File: src/scr_pkg.sv
// constants, field layout and helpers shared by the statistics record bank
package scr_pkg;
    // bus geometry
    localparam int SCR_ADDR_W = 8;
    localparam int SCR_DATA_W = 32;
    localparam int SCR_STRB_W = 4;
    // measured value and queue depth field width
    localparam int SCR_VAL_W = 16;
    localparam logic [15:0] SCR_VAL_MAX = 16'hFFFF;
    // record and register base byte addresses, each record four 64-bit words
    localparam logic [7:0] SCR_FULL_BASE = 8'h00;
    localparam logic [7:0] SCR_SUMO_BASE = 8'h20;
    localparam logic [7:0] SCR_EVTO_BASE = 8'h40;
    localparam logic [7:0] SCR_REQ_BASE = 8'h60;
    localparam logic [7:0] SCR_QUEUE_BASE = 8'h80;
    localparam logic [7:0] SCR_WIDE_LO = 8'hA0;
    localparam logic [7:0] SCR_WIDE_HI = 8'hA4;
    localparam logic [7:0] SCR_IRQ_STAT = 8'hC0;
    localparam logic [7:0] SCR_IRQ_MASK = 8'hC4;
    // word offsets inside a record
    localparam logic [7:0] SCR_OFS_W0 = 8'h00;
    localparam logic [7:0] SCR_OFS_W1 = 8'h08;
    localparam logic [7:0] SCR_OFS_W2 = 8'h10;
    localparam logic [7:0] SCR_OFS_W3 = 8'h18;
    // 64-bit word slots mapped below the interrupt registers
    localparam int SCR_WORDS = 21;
    localparam int SCR_SLOTS = 32;
    // field positions of the extremes and peak words
    localparam int SCR_MIN_LSB = 48;
    localparam int SCR_MAX_LSB = 32;
    localparam int SCR_FEW_BIT = 1;
    localparam int SCR_SAT_BIT = 0;
    // values after reset
    localparam logic [63:0] SCR_CNT_RST = 64'h0000_0000_0000_0000;
    localparam logic [15:0] SCR_MIN_RST = 16'hFFFF;
    localparam logic [15:0] SCR_MAX_RST = 16'h0000;
    localparam logic [63:0] SCR_ONE = 64'h0000_0000_0000_0001;
    localparam logic [63:0] SCR_ALL_ONES = 64'hFFFF_FFFF_FFFF_FFFF;
    // interrupt status bits
    localparam int SCR_IRQ_W = 4;
    localparam int SCR_IRQ_EV_SAT = 0;
    localparam int SCR_IRQ_EV_FEW = 1;
    localparam int SCR_IRQ_Q_SAT = 2;
    localparam int SCR_IRQ_Q_FEW = 3;
    localparam logic [3:0] SCR_IRQ_RST = 4'h0;
    // bus responses
    localparam logic [1:0] SCR_RESP_OKAY = 2'h0;
    localparam logic [1:0] SCR_RESP_SLVERR = 2'h2;

    // saturating 64-bit add, top bit flags that the sum was clipped
    function automatic logic [64:0] scr_sat_add(input logic [63:0] a, input logic [63:0] b);
        logic [64:0] s;
        s = {1'b0, a} + {1'b0, b};
        return s[64] ? {1'b1, SCR_ALL_ONES} : s;
    endfunction : scr_sat_add

    // byte-lane merge of a 32-bit write
    function automatic logic [31:0] scr_merge(input logic [31:0] old, input logic [31:0] wd,
                                              input logic [3:0] strb);
        logic [31:0] r;
        r = old;
        for (int i = 0; i < 4; i++) begin
            if (strb[i]) begin
                r[i*8 +: 8] = wd[i*8 +: 8];
            end
        end
        return r;
    endfunction : scr_merge
endpackage : scr_pkg

File: src/scr_stats_bank.sv
// statistics record bank with an axi4-lite register slave
//
// Notes on behaviour
// RULE1 - event tally counts occurrences from zero
// RULE2 - smallest sample in bits 63:48, starts ones
// RULE3 - largest sample in bits 47:32, starts zeros
// RULE4 - bit 1 flags concurrency limit exceeded
// RULE5 - bit 0 flags a saturated measurement
// RULE6 - third word sums every measured value
// RULE7 - fourth word sums squared measured values
// RULE8 - full record words at 8-byte steps
// RULE9 - sum-only record reserves extremes word
// RULE10 - event-only record keeps just the tally
// RULE11 - request record counts all and distinct
// RULE12 - queue record counts empty clock cycles
// RULE13 - queue record counts push or pop updates
// RULE14 - queue peak depth in bits 47:32
// RULE15 - queue record sums depth on updates
// RULE16 - wide general value is read/write, resets zero
// RULE17 - overflow saturates values and sets flag; sum-only, event-only and request records saturate with no flag
//
// Register access over AXI4-Lite is this design's own decision.
`timescale 1ns/1ps
module scr_stats_bank import scr_pkg::*; #(
    parameter int RAW_W = 32
) (
    // clock and reset
    input wire logic aclk,
    input wire logic aresetn,
    // axi4-lite write
    input wire logic [SCR_ADDR_W-1:0] s_axi_awaddr,
    input wire logic s_axi_awvalid,
    output logic s_axi_awready,
    input wire logic [SCR_DATA_W-1:0] s_axi_wdata,
    input wire logic [SCR_STRB_W-1:0] s_axi_wstrb,
    input wire logic s_axi_wvalid,
    output logic s_axi_wready,
    output logic [1:0] s_axi_bresp,
    output logic s_axi_bvalid,
    input wire logic s_axi_bready,
    // axi4-lite read
    input wire logic [SCR_ADDR_W-1:0] s_axi_araddr,
    input wire logic s_axi_arvalid,
    output logic s_axi_arready,
    output logic [SCR_DATA_W-1:0] s_axi_rdata,
    output logic [1:0] s_axi_rresp,
    output logic s_axi_rvalid,
    input wire logic s_axi_rready,
    // full event record source
    input wire logic ev_valid,
    input wire logic [RAW_W-1:0] ev_value,
    input wire logic ev_overlap,
    // sum-only event record source
    input wire logic so_valid,
    input wire logic [RAW_W-1:0] so_value,
    // event-only record source
    input wire logic eo_valid,
    // request record source
    input wire logic rq_valid,
    input wire logic rq_distinct,
    // queue record source, depth is the level after this cycle's update
    input wire logic q_push,
    input wire logic q_pop,
    input wire logic [SCR_VAL_W-1:0] q_depth,
    input wire logic q_overlap,
    // interrupt
    output logic irq
);

    // ---------------- full event record ----------------
    logic [63:0] ev_tally_q;
    logic [15:0] ev_min_q;
    logic [15:0] ev_max_q;
    logic ev_few_q;
    logic ev_sat_q;
    logic [63:0] ev_sum_q;
    logic [63:0] ev_sq_q;
    logic ev_clip;
    logic [15:0] ev_sample;
    logic [31:0] ev_square;
    logic [64:0] ev_tally_s;
    logic [64:0] ev_sum_s;
    logic [64:0] ev_sq_s;
    logic ev_sat_set;

    // a raw value wider than the field is pinned to all ones
    assign ev_clip = |ev_value[RAW_W-1:SCR_VAL_W]; // see RULE17
    assign ev_sample = ev_clip ? SCR_VAL_MAX : ev_value[SCR_VAL_W-1:0];
    assign ev_square = 32'(ev_sample) * 32'(ev_sample);
    assign ev_tally_s = scr_sat_add(ev_tally_q, SCR_ONE);
    assign ev_sum_s = scr_sat_add(ev_sum_q, {48'h0000_0000_0000, ev_sample});
    assign ev_sq_s = scr_sat_add(ev_sq_q, {32'h0000_0000, ev_square});
    assign ev_sat_set = ev_valid & (ev_clip | ev_tally_s[64] | ev_sum_s[64] | ev_sq_s[64]);

    always_ff @(posedge aclk) begin
        if (!aresetn) begin
            ev_tally_q <= SCR_CNT_RST;
            ev_min_q <= SCR_MIN_RST;
            ev_max_q <= SCR_MAX_RST;
            ev_few_q <= 1'b0;
            ev_sat_q <= 1'b0;
            ev_sum_q <= SCR_CNT_RST;
            ev_sq_q <= SCR_CNT_RST;
        end else begin
            if (ev_valid) begin
                ev_tally_q <= ev_tally_s[63:0]; // see RULE1
                ev_sum_q <= ev_sum_s[63:0]; // see RULE6
                ev_sq_q <= ev_sq_s[63:0]; // see RULE7
                if (ev_sample < ev_min_q) begin
                    ev_min_q <= ev_sample; // see RULE2
                end
                if (ev_sample > ev_max_q) begin
                    ev_max_q <= ev_sample; // see RULE3
                end
            end
            ev_few_q <= ev_few_q | ev_overlap; // see RULE4
            ev_sat_q <= ev_sat_q | ev_sat_set; // see RULE5
        end
    end

    // ---------------- sum-only and event-only records ----------------
    logic [63:0] so_tally_q;
    logic [63:0] so_sum_q;
    logic [63:0] so_sq_q;
    logic [63:0] eo_tally_q;
    logic [15:0] so_sample;
    logic [31:0] so_square;
    logic [64:0] so_tally_s;
    logic [64:0] so_sum_s;
    logic [64:0] so_sq_s;
    logic [64:0] eo_tally_s;

    // no flag word here, so clipping is silent apart from the clamp
    assign so_sample = (|so_value[RAW_W-1:SCR_VAL_W]) ? SCR_VAL_MAX : so_value[SCR_VAL_W-1:0];
    assign so_square = 32'(so_sample) * 32'(so_sample);
    assign so_tally_s = scr_sat_add(so_tally_q, SCR_ONE);
    assign so_sum_s = scr_sat_add(so_sum_q, {48'h0000_0000_0000, so_sample});
    assign so_sq_s = scr_sat_add(so_sq_q, {32'h0000_0000, so_square});
    assign eo_tally_s = scr_sat_add(eo_tally_q, SCR_ONE);

    always_ff @(posedge aclk) begin
        if (!aresetn) begin
            so_tally_q <= SCR_CNT_RST;
            so_sum_q <= SCR_CNT_RST;
            so_sq_q <= SCR_CNT_RST;
            eo_tally_q <= SCR_CNT_RST;
        end else begin
            if (so_valid) begin
                so_tally_q <= so_tally_s[63:0]; // see RULE9
                so_sum_q <= so_sum_s[63:0]; // see RULE9
                so_sq_q <= so_sq_s[63:0]; // see RULE9
            end
            if (eo_valid) begin
                eo_tally_q <= eo_tally_s[63:0]; // see RULE10
            end
        end
    end

    // ---------------- request record ----------------
    logic [63:0] rq_tally_q;
    logic [63:0] rq_dist_q;
    logic [64:0] rq_tally_s;
    logic [64:0] rq_dist_s;

    assign rq_tally_s = scr_sat_add(rq_tally_q, SCR_ONE);
    assign rq_dist_s = scr_sat_add(rq_dist_q, SCR_ONE);

    // distinct counts only alongside a request, so it never passes the total
    always_ff @(posedge aclk) begin
        if (!aresetn) begin
            rq_tally_q <= SCR_CNT_RST;
            rq_dist_q <= SCR_CNT_RST;
        end else if (rq_valid) begin
            rq_tally_q <= rq_tally_s[63:0]; // see RULE11
            if (rq_distinct) begin
                rq_dist_q <= rq_dist_s[63:0]; // see RULE11
            end
        end
    end

    // ---------------- queue record ----------------
    logic [63:0] q_idle_q;
    logic [63:0] q_upd_q;
    logic [15:0] q_peak_q;
    logic q_few_q;
    logic q_sat_q;
    logic [63:0] q_total_q;
    logic q_update;
    logic q_empty;
    logic [64:0] q_idle_s;
    logic [64:0] q_upd_s;
    logic [64:0] q_total_s;
    logic q_sat_set;

    assign q_update = q_push | q_pop;
    assign q_empty = (q_depth == SCR_MAX_RST);
    assign q_idle_s = scr_sat_add(q_idle_q, SCR_ONE);
    assign q_upd_s = scr_sat_add(q_upd_q, SCR_ONE);
    assign q_total_s = scr_sat_add(q_total_q, {48'h0000_0000_0000, q_depth});
    assign q_sat_set = (q_empty & q_idle_s[64])
                     | (q_update & (q_upd_s[64] | q_total_s[64])); // see RULE17

    always_ff @(posedge aclk) begin
        if (!aresetn) begin
            q_idle_q <= SCR_CNT_RST;
            q_upd_q <= SCR_CNT_RST;
            q_peak_q <= SCR_MAX_RST;
            q_few_q <= 1'b0;
            q_sat_q <= 1'b0;
            q_total_q <= SCR_CNT_RST;
        end else begin
            if (q_empty) begin
                q_idle_q <= q_idle_s[63:0]; // see RULE12
            end
            if (q_update) begin
                q_upd_q <= q_upd_s[63:0]; // see RULE13
                q_total_q <= q_total_s[63:0]; // see RULE15
                if (q_depth > q_peak_q) begin
                    q_peak_q <= q_depth; // see RULE14
                end
            end
            q_few_q <= q_few_q | q_overlap; // see RULE4
            q_sat_q <= q_sat_q | q_sat_set; // see RULE5
        end
    end

    // ---------------- read view of all 64-bit words ----------------
    logic [63:0] wide_q;
    logic [63:0] word_view [0:SCR_SLOTS-1];
    logic [63:0] ev_ext_word;
    logic [63:0] q_peak_word;

    // reserved bits of the flag words read as zero
    assign ev_ext_word = {ev_min_q, ev_max_q, 30'h0000_0000, ev_few_q, ev_sat_q}; // see RULE2
    assign q_peak_word = {16'h0000, q_peak_q, 30'h0000_0000, q_few_q, q_sat_q}; // see RULE14

    // slot index is byte address divided by eight
    assign word_view[0] = ev_tally_q; // see RULE8
    assign word_view[1] = ev_ext_word; // see RULE8
    assign word_view[2] = ev_sum_q; // see RULE8
    assign word_view[3] = ev_sq_q; // see RULE8
    assign word_view[4] = so_tally_q;
    assign word_view[5] = SCR_CNT_RST; // see RULE9
    assign word_view[6] = so_sum_q;
    assign word_view[7] = so_sq_q;
    assign word_view[8] = eo_tally_q;
    assign word_view[9] = SCR_CNT_RST; // see RULE10
    assign word_view[10] = SCR_CNT_RST; // see RULE10
    assign word_view[11] = SCR_CNT_RST; // see RULE10
    assign word_view[12] = rq_tally_q;
    assign word_view[13] = SCR_CNT_RST; // see RULE11
    assign word_view[14] = rq_dist_q;
    assign word_view[15] = SCR_CNT_RST; // see RULE11
    assign word_view[16] = q_idle_q;
    assign word_view[17] = q_upd_q;
    assign word_view[18] = q_peak_word;
    assign word_view[19] = q_total_q;
    assign word_view[20] = wide_q;
    generate
        for (genvar i = SCR_WORDS; i < SCR_SLOTS; i++) begin : g_unmapped
            assign word_view[i] = SCR_CNT_RST;
        end
    endgenerate

    // ---------------- axi4-lite write channel ----------------
    logic aw_full_q;
    logic w_full_q;
    logic [SCR_ADDR_W-1:0] aw_addr_q;
    logic [SCR_DATA_W-1:0] w_data_q;
    logic [SCR_STRB_W-1:0] w_strb_q;
    logic aw_take;
    logic w_take;
    logic do_write;
    logic aw_full_d;
    logic w_full_d;
    logic bvalid_d;
    logic wr_lo;
    logic wr_hi;
    logic wr_stat;
    logic wr_mask;
    logic wr_ro;
    logic [SCR_IRQ_W-1:0] irq_stat_q;
    logic [SCR_IRQ_W-1:0] irq_mask_q;
    logic [SCR_IRQ_W-1:0] irq_evt;
    logic [SCR_IRQ_W-1:0] irq_clr;

    assign aw_take = s_axi_awvalid & s_axi_awready;
    assign w_take = s_axi_wvalid & s_axi_wready;
    assign do_write = aw_full_q & w_full_q & ~s_axi_bvalid;
    assign aw_full_d = aw_full_q ? ~do_write : aw_take;
    assign w_full_d = w_full_q ? ~do_write : w_take;
    assign bvalid_d = do_write | (s_axi_bvalid & ~s_axi_bready);
    assign wr_lo = (aw_addr_q[7:2] == SCR_WIDE_LO[7:2]);
    assign wr_hi = (aw_addr_q[7:2] == SCR_WIDE_HI[7:2]);
    assign wr_stat = (aw_addr_q[7:2] == SCR_IRQ_STAT[7:2]);
    assign wr_mask = (aw_addr_q[7:2] == SCR_IRQ_MASK[7:2]);
    // counters are read-only: writes to them are dropped with an okay
    assign wr_ro = (aw_addr_q < SCR_WIDE_LO);

    always_ff @(posedge aclk) begin
        if (!aresetn) begin
            aw_full_q <= 1'b0;
            w_full_q <= 1'b0;
            aw_addr_q <= '0;
            w_data_q <= '0;
            w_strb_q <= '0;
            s_axi_awready <= 1'b0;
            s_axi_wready <= 1'b0;
            s_axi_bvalid <= 1'b0;
            s_axi_bresp <= SCR_RESP_OKAY;
        end else begin
            aw_full_q <= aw_full_d;
            w_full_q <= w_full_d;
            s_axi_awready <= ~aw_full_d;
            s_axi_wready <= ~w_full_d;
            s_axi_bvalid <= bvalid_d;
            if (aw_take) begin
                aw_addr_q <= s_axi_awaddr;
            end
            if (w_take) begin
                w_data_q <= s_axi_wdata;
                w_strb_q <= s_axi_wstrb;
            end
            if (do_write) begin
                s_axi_bresp <= (wr_lo | wr_hi | wr_stat | wr_mask | wr_ro) ?
                               SCR_RESP_OKAY : SCR_RESP_SLVERR;
            end
        end
    end

    // ---------------- wide value and interrupt registers ----------------
    assign irq_evt[SCR_IRQ_EV_SAT] = ev_sat_set;
    assign irq_evt[SCR_IRQ_EV_FEW] = ev_overlap;
    assign irq_evt[SCR_IRQ_Q_SAT] = q_sat_set;
    assign irq_evt[SCR_IRQ_Q_FEW] = q_overlap;
    assign irq_clr = (do_write & wr_stat) ? (w_data_q[SCR_IRQ_W-1:0] & {SCR_IRQ_W{w_strb_q[0]}})
                                          : SCR_IRQ_RST;

    // an event in the clearing cycle wins over the clear
    always_ff @(posedge aclk) begin
        if (!aresetn) begin
            wide_q <= SCR_CNT_RST;
            irq_stat_q <= SCR_IRQ_RST;
            irq_mask_q <= SCR_IRQ_RST;
            irq <= 1'b0;
        end else begin
            if (do_write & wr_lo) begin
                wide_q[31:0] <= scr_merge(wide_q[31:0], w_data_q, w_strb_q); // see RULE16
            end
            if (do_write & wr_hi) begin
                wide_q[63:32] <= scr_merge(wide_q[63:32], w_data_q, w_strb_q); // see RULE16
            end
            if (do_write & wr_mask & w_strb_q[0]) begin
                irq_mask_q <= w_data_q[SCR_IRQ_W-1:0];
            end
            irq_stat_q <= (irq_stat_q & ~irq_clr) | irq_evt;
            irq <= |(irq_stat_q & irq_mask_q);
        end
    end

    // ---------------- axi4-lite read channel ----------------
    logic ar_take;
    logic rvalid_d;
    logic [4:0] rd_idx;
    logic [63:0] rd_word;
    logic [31:0] rd_data;
    logic [1:0] rd_resp;

    assign ar_take = s_axi_arvalid & s_axi_arready;
    assign rvalid_d = ar_take | (s_axi_rvalid & ~s_axi_rready);
    assign rd_idx = s_axi_araddr[7:3];
    assign rd_word = word_view[rd_idx];

    // no snapshot: a 64-bit counter read as two halves can tear while counting
    always_comb begin
        rd_data = 32'h0000_0000;
        rd_resp = SCR_RESP_OKAY;
        if (s_axi_araddr < SCR_IRQ_STAT && s_axi_araddr[7:3] < 5'(SCR_WORDS)) begin
            rd_data = s_axi_araddr[2] ? rd_word[63:32] : rd_word[31:0];
        end else if (s_axi_araddr[7:2] == SCR_IRQ_STAT[7:2]) begin
            rd_data = {28'h000_0000, irq_stat_q};
        end else if (s_axi_araddr[7:2] == SCR_IRQ_MASK[7:2]) begin
            rd_data = {28'h000_0000, irq_mask_q};
        end else begin
            rd_resp = SCR_RESP_SLVERR;
        end
    end

    always_ff @(posedge aclk) begin
        if (!aresetn) begin
            s_axi_arready <= 1'b0;
            s_axi_rvalid <= 1'b0;
            s_axi_rdata <= 32'h0000_0000;
            s_axi_rresp <= SCR_RESP_OKAY;
        end else begin
            s_axi_arready <= ~rvalid_d;
            s_axi_rvalid <= rvalid_d;
            if (ar_take) begin
                s_axi_rdata <= rd_data;
                s_axi_rresp <= rd_resp;
            end
        end
    end
endmodule : scr_stats_bank

File: config.mk
export PLATFORM = sky130hd
export DESIGN_NAME = scr_stats_bank
export DESIGN_NICKNAME = d
export VERILOG_FILES = /design/src/scr_pkg.sv /design/src/scr_stats_bank.sv
export SDC_FILE = /design/constraint.sdc
export NUM_CORES = 2
export LEC_CHECK = 0
export BUFFER_PORTS_ARGS = -buffer_cell sky130_fd_sc_hd__clkbuf_2
export CAP_MARGIN = 20
export CORE_MARGIN = 3
export CORE_UTILIZATION = 58
export DETAILED_ROUTE_END_ITERATION = 7
export PLACE_DENSITY = 0.76
export SYNTH_ARGS = -nofsm -noshare
export SYNTH_HDL_FRONTEND = slang
export SYNTH_SLANG_ARGS = --single-unit
File: constraint.sdc
create_clock -name aclk -period 6.7 [get_ports aclk]
set_input_delay 0 -clock aclk [delete_from_list [all_inputs] [get_ports aclk]]
set_output_delay 0 -clock aclk [all_outputs]
set_load 0.01 [all_outputs]
==> flow_summary.json <==
{
  "status": "complete, but fails checks",
  "violations": "design-rule violations",
  "skew_ns": 0.04733,
  "cts_buffers": 105,
  "antenna_found_initial": 6,
  "path_max_fanout": 11,
  "drcViolationCount": 11,
  "rsz0062_at_grt": "yes",
  "synth_top_family_by_area": "compound AO/OA/AOI/OAI gates",
  "synthMuxAreaShare": 0.06118,
  "r2r_slack_ns": 1.38,
  "ant_nets": 0,
  "holdPathStages": 4,
  "avgViaCountPerCell": 6.334,
  "yosys.area_share.simple": 0.1756,
  "drv_slew": 0,
  "critPathKind": "input port to register",
  "maxCapViolations": 0,
  "synth-edff-count": 0,
  "via_count": 68111,
  "ys_async_sr_fraction": 0,
  "mostFrequentLayoutCells": "dfxtp_1, a21oi_1, inv_1",
  "leakage_uw": 0.03325,
  "synthCells": 8607,
  "syn_area_mm2": 0.07127,
  "yosysUniqueCellTypes": 108,
  "hold-path-endpoint": "ev_min_q[15]",
  "dpl.cell_count": 10394,
  "irDropWorstVdd_mv": 0.3275,
  "clkSinkCount": 976,
  "fin_cells": 10753,
  "grt_use_total": 0.3892,
  "area_delta_synth_final_pct": 14.60,
  "grt-ovfl-total": 0,
  "routabilityCongestion": 1.055,
  "pwr-share-clk": 0.280,
  "ys.flop_type": "dfxtp_1",
  "seqPwrFrac": 0.287,
  "yosys_warnings": 0,
  "yosys_register_bits": 976,
  "firstDrtPassIters": 8,
  "fin_util": 0.6755,
  "ys_seq_area_frac": 0.2741,
  "clk_latency_ns": 0.73,
  "r2r_start": "ev_sq_q[13]",
  "combPwrFrac": 0.433,
  "synthAdderAreaFrac": 0.1655,
  "min-delay-start": "ev_value[15]",
  "rr_endpoint": "ev_sq_q[45]",
  "cp-end-kind": "register",
  "final_common_cell": "dfxtp_1",
  "worstHoldPathType": "input port to register",
  "switching_share": 0.3780,
  "cp_data_arrival_time_ns": 7.02,
  "cp.required_ns": 7.32,
  "fin_nets": 9904,
  "fp.dieW_um": 356.6,
  "htree_levels": 3,
  "synthXorXnorAreaFrac": 0.07176,
  "min_period_ns": 6.402,
  "setup_violations": 0,
  "start_util": 0.5894,
  "reg2reg_depth": 19,
  "core_mm2": 0.1209,
  "worstSetupStartpointType": "input port",
  "internal-power_uw": 14220,
  "drtIter0Drc": 8147,
  "cts_tree": "done",
  "period_share": 0.9554,
  "synth_compound_area_frac": 0.1780,
  "dieArea_mm2": 0.1271,
  "grt_max_degree": 180,
  "ctsLongestPathBuffers": 3,
  "power.density_mw_per_mm2": 279.9,
  "wl_per_cell_um": 23.59,
  "fmax_ghz": 0.1562,
  "grt_pass1_vias": 65273,
  "dp_hpwl_mm": 190.2,
  "clockRootBuffer": "clkbuf_16",
  "grt_pass1_wl_mm": 385.5,
  "wl_mm": 253.7,
  "path_clk_slew_ns": 0.07,
  "portBuffers": 183,
  "p_switching_uw": 8643,
  "syn-mean-instance-area_um2": 8.281,
  "tightest_slew_ns": 1.247,
  "hold_violations": 0,
  "num_rows": 127,
  "die_h_um": 356.6,
  "ioPinCount": 190,
  "relSlewSlack": 0.1598,
  "drive_above_1_share": 0.1214
}
routing by layer:
layer / GRT usage / share of wire
met2: 0.5917 / 0.43
met4: 0.2234 / 0.068
met5: 0 / 0.00013
met3: 0.1018 / 0.11
met1: 0.5013 / 0.39
metrics by stage:
stage	area, µm²	TNS, ns	setup slack, ns	hold WS [ns]	total power [µW]
2_1_floorplan	71400	-0.6799	-0.05353	0.1158	12330
3_3_place_gp	76080	-33.81	-0.4963	0.2322	15820
3_5_place_dp	76100	-39.16	-0.4296	0.2335	15970
4_1_cts	81350	0	0.2142	0.008519	22420
5_1_grt	81680	-0.09070	-0.04316	0.05847	24030
6_report	81680	0	0.2985	0.02920	22860
worst max-delay path, stage by stage:
cell      delay, ns
clkbuf_2       0.08
nor4_1         0.33
nand4_1        0.14
buf_4          0.21
buf_4          0.15
nor2_1         0.09
buf_4          0.16
inv_1          0.14
nand2_1        0.14
fa_1           0.44
fa_1           0.54
inv_1          0.07
fa_1           0.52
fa_1           0.53
fa_1           0.55
inv_1          0.05
fa_1           0.53
inv_1          0.04
ha_1           0.36
and4_1         0.27
nand4_1        0.12
a211oi_1       0.28
a21oi_2        0.16
a211oi_2       0.24
buf_4          0.17
o21bai_1       0.09
or4_1          0.49
nand3_1        0.11
registers in the layout (all words and copies together) (netlist names), 32 cells and up:
register,flops
eo_tally_q,64
wide_q,64
w_data_q,32
so_tally_q,64
rq_dist_q,64
q_upd_q,64
ev_sum_q,64
ev_tally_q,64
q_total_q,64
so_sum_q,64
ev_sq_q,64
rq_tally_q,64
s_axi_rdata,32
q_idle_q,64
so_sq_q,64
worst max path at each step:
| stage | startpoint | end | slack [ns] | cells past startpoint |
|---|---|---|---|---|
| finish | so_value[18] | so_sq_q[41] | 0.30 | 28 |
| global route | ev_value[17] | ev_sq_q[45] | -0.04 | 30 |
| CTS | so_value[18] | so_sq_q[45] | 0.21 | 28 |
| detailed placement | ev_value[17] | ev_sq_q[52] | -0.43 | 29 |
| global placement | ev_value[17] | ev_sq_q[53] | -0.50 | 30 |
| floorplan | ev_value[26] | ev_sq_q[62] | -0.05 | 26 |
synthesized netlist by cell type (35+ instances only):
cell	count	area, µm²
a211oi_1	45	337.8
a21o_1	67	503.0
a21oi_1	883	4419
a22oi_1	59	442.9
a31oi_1	109	681.9
and2_1	55	344.1
and3_1	124	775.7
and4_1	95	832.1
buf_1	35	131.4
buf_2	72	360.4
clkbuf_1	362	1359
dfxtp_1	976	19540
fa_1	396	7928
ha_1	309	3866
inv_1	858	3221
mux2_2	37	416.7
mux2i_1	259	2592
mux4_2	60	1351
nand2_1	804	3018
nand3_1	347	1737
nand4_1	214	1339
nor2_1	560	2102
nor3_1	118	590.6
nor4_1	50	312.8
o21a_1	36	270.3
o21ai_0	426	2132
o221ai_1	50	437.9
o22ai_1	59	369.1
xnor2_1	283	2479
xor2_1	301	2636
what timing repair did:
action,4_1_cts,5_1_grt
hold endpoints to repair,227,0
resized for setup,0,39
setup endpoints to repair,0,116
buffers inserted,0,5
hold buffers,143,0
area by class of cell:
cell class	instances	area, µm²
multi-input cells	6277	46750
fillers	9819	39240
flip-flops and latches	976	19540
repair buffers	817	6261
inverters	874	3296
clock buffers	143	3060
well taps	1612	2017
clock inverters	50	749.5
diodes	4	10.01
cells by family after synthesis:
logic type,after synthesis
XOR/XNOR,584
AO/OA/AOI/OAI,2084
buffers and inverters,1355
adder cells (fa/ha/maj),705
other,1
multiplexers,356
AND/OR/NAND/NOR,2546
flip-flops,976
power groups by stage:
stage	Sequential, µW	Clock, µW	Combinational (µW)
finish	6560	6400	9900
global route	6570	6640	10800
CTS	6540	6390	9480
detailed placement	6670	0	9300
global placement	6660	0	9160
floorplan	6410	0	5920
No activity file was read; power rests on OpenSTA's default activity.
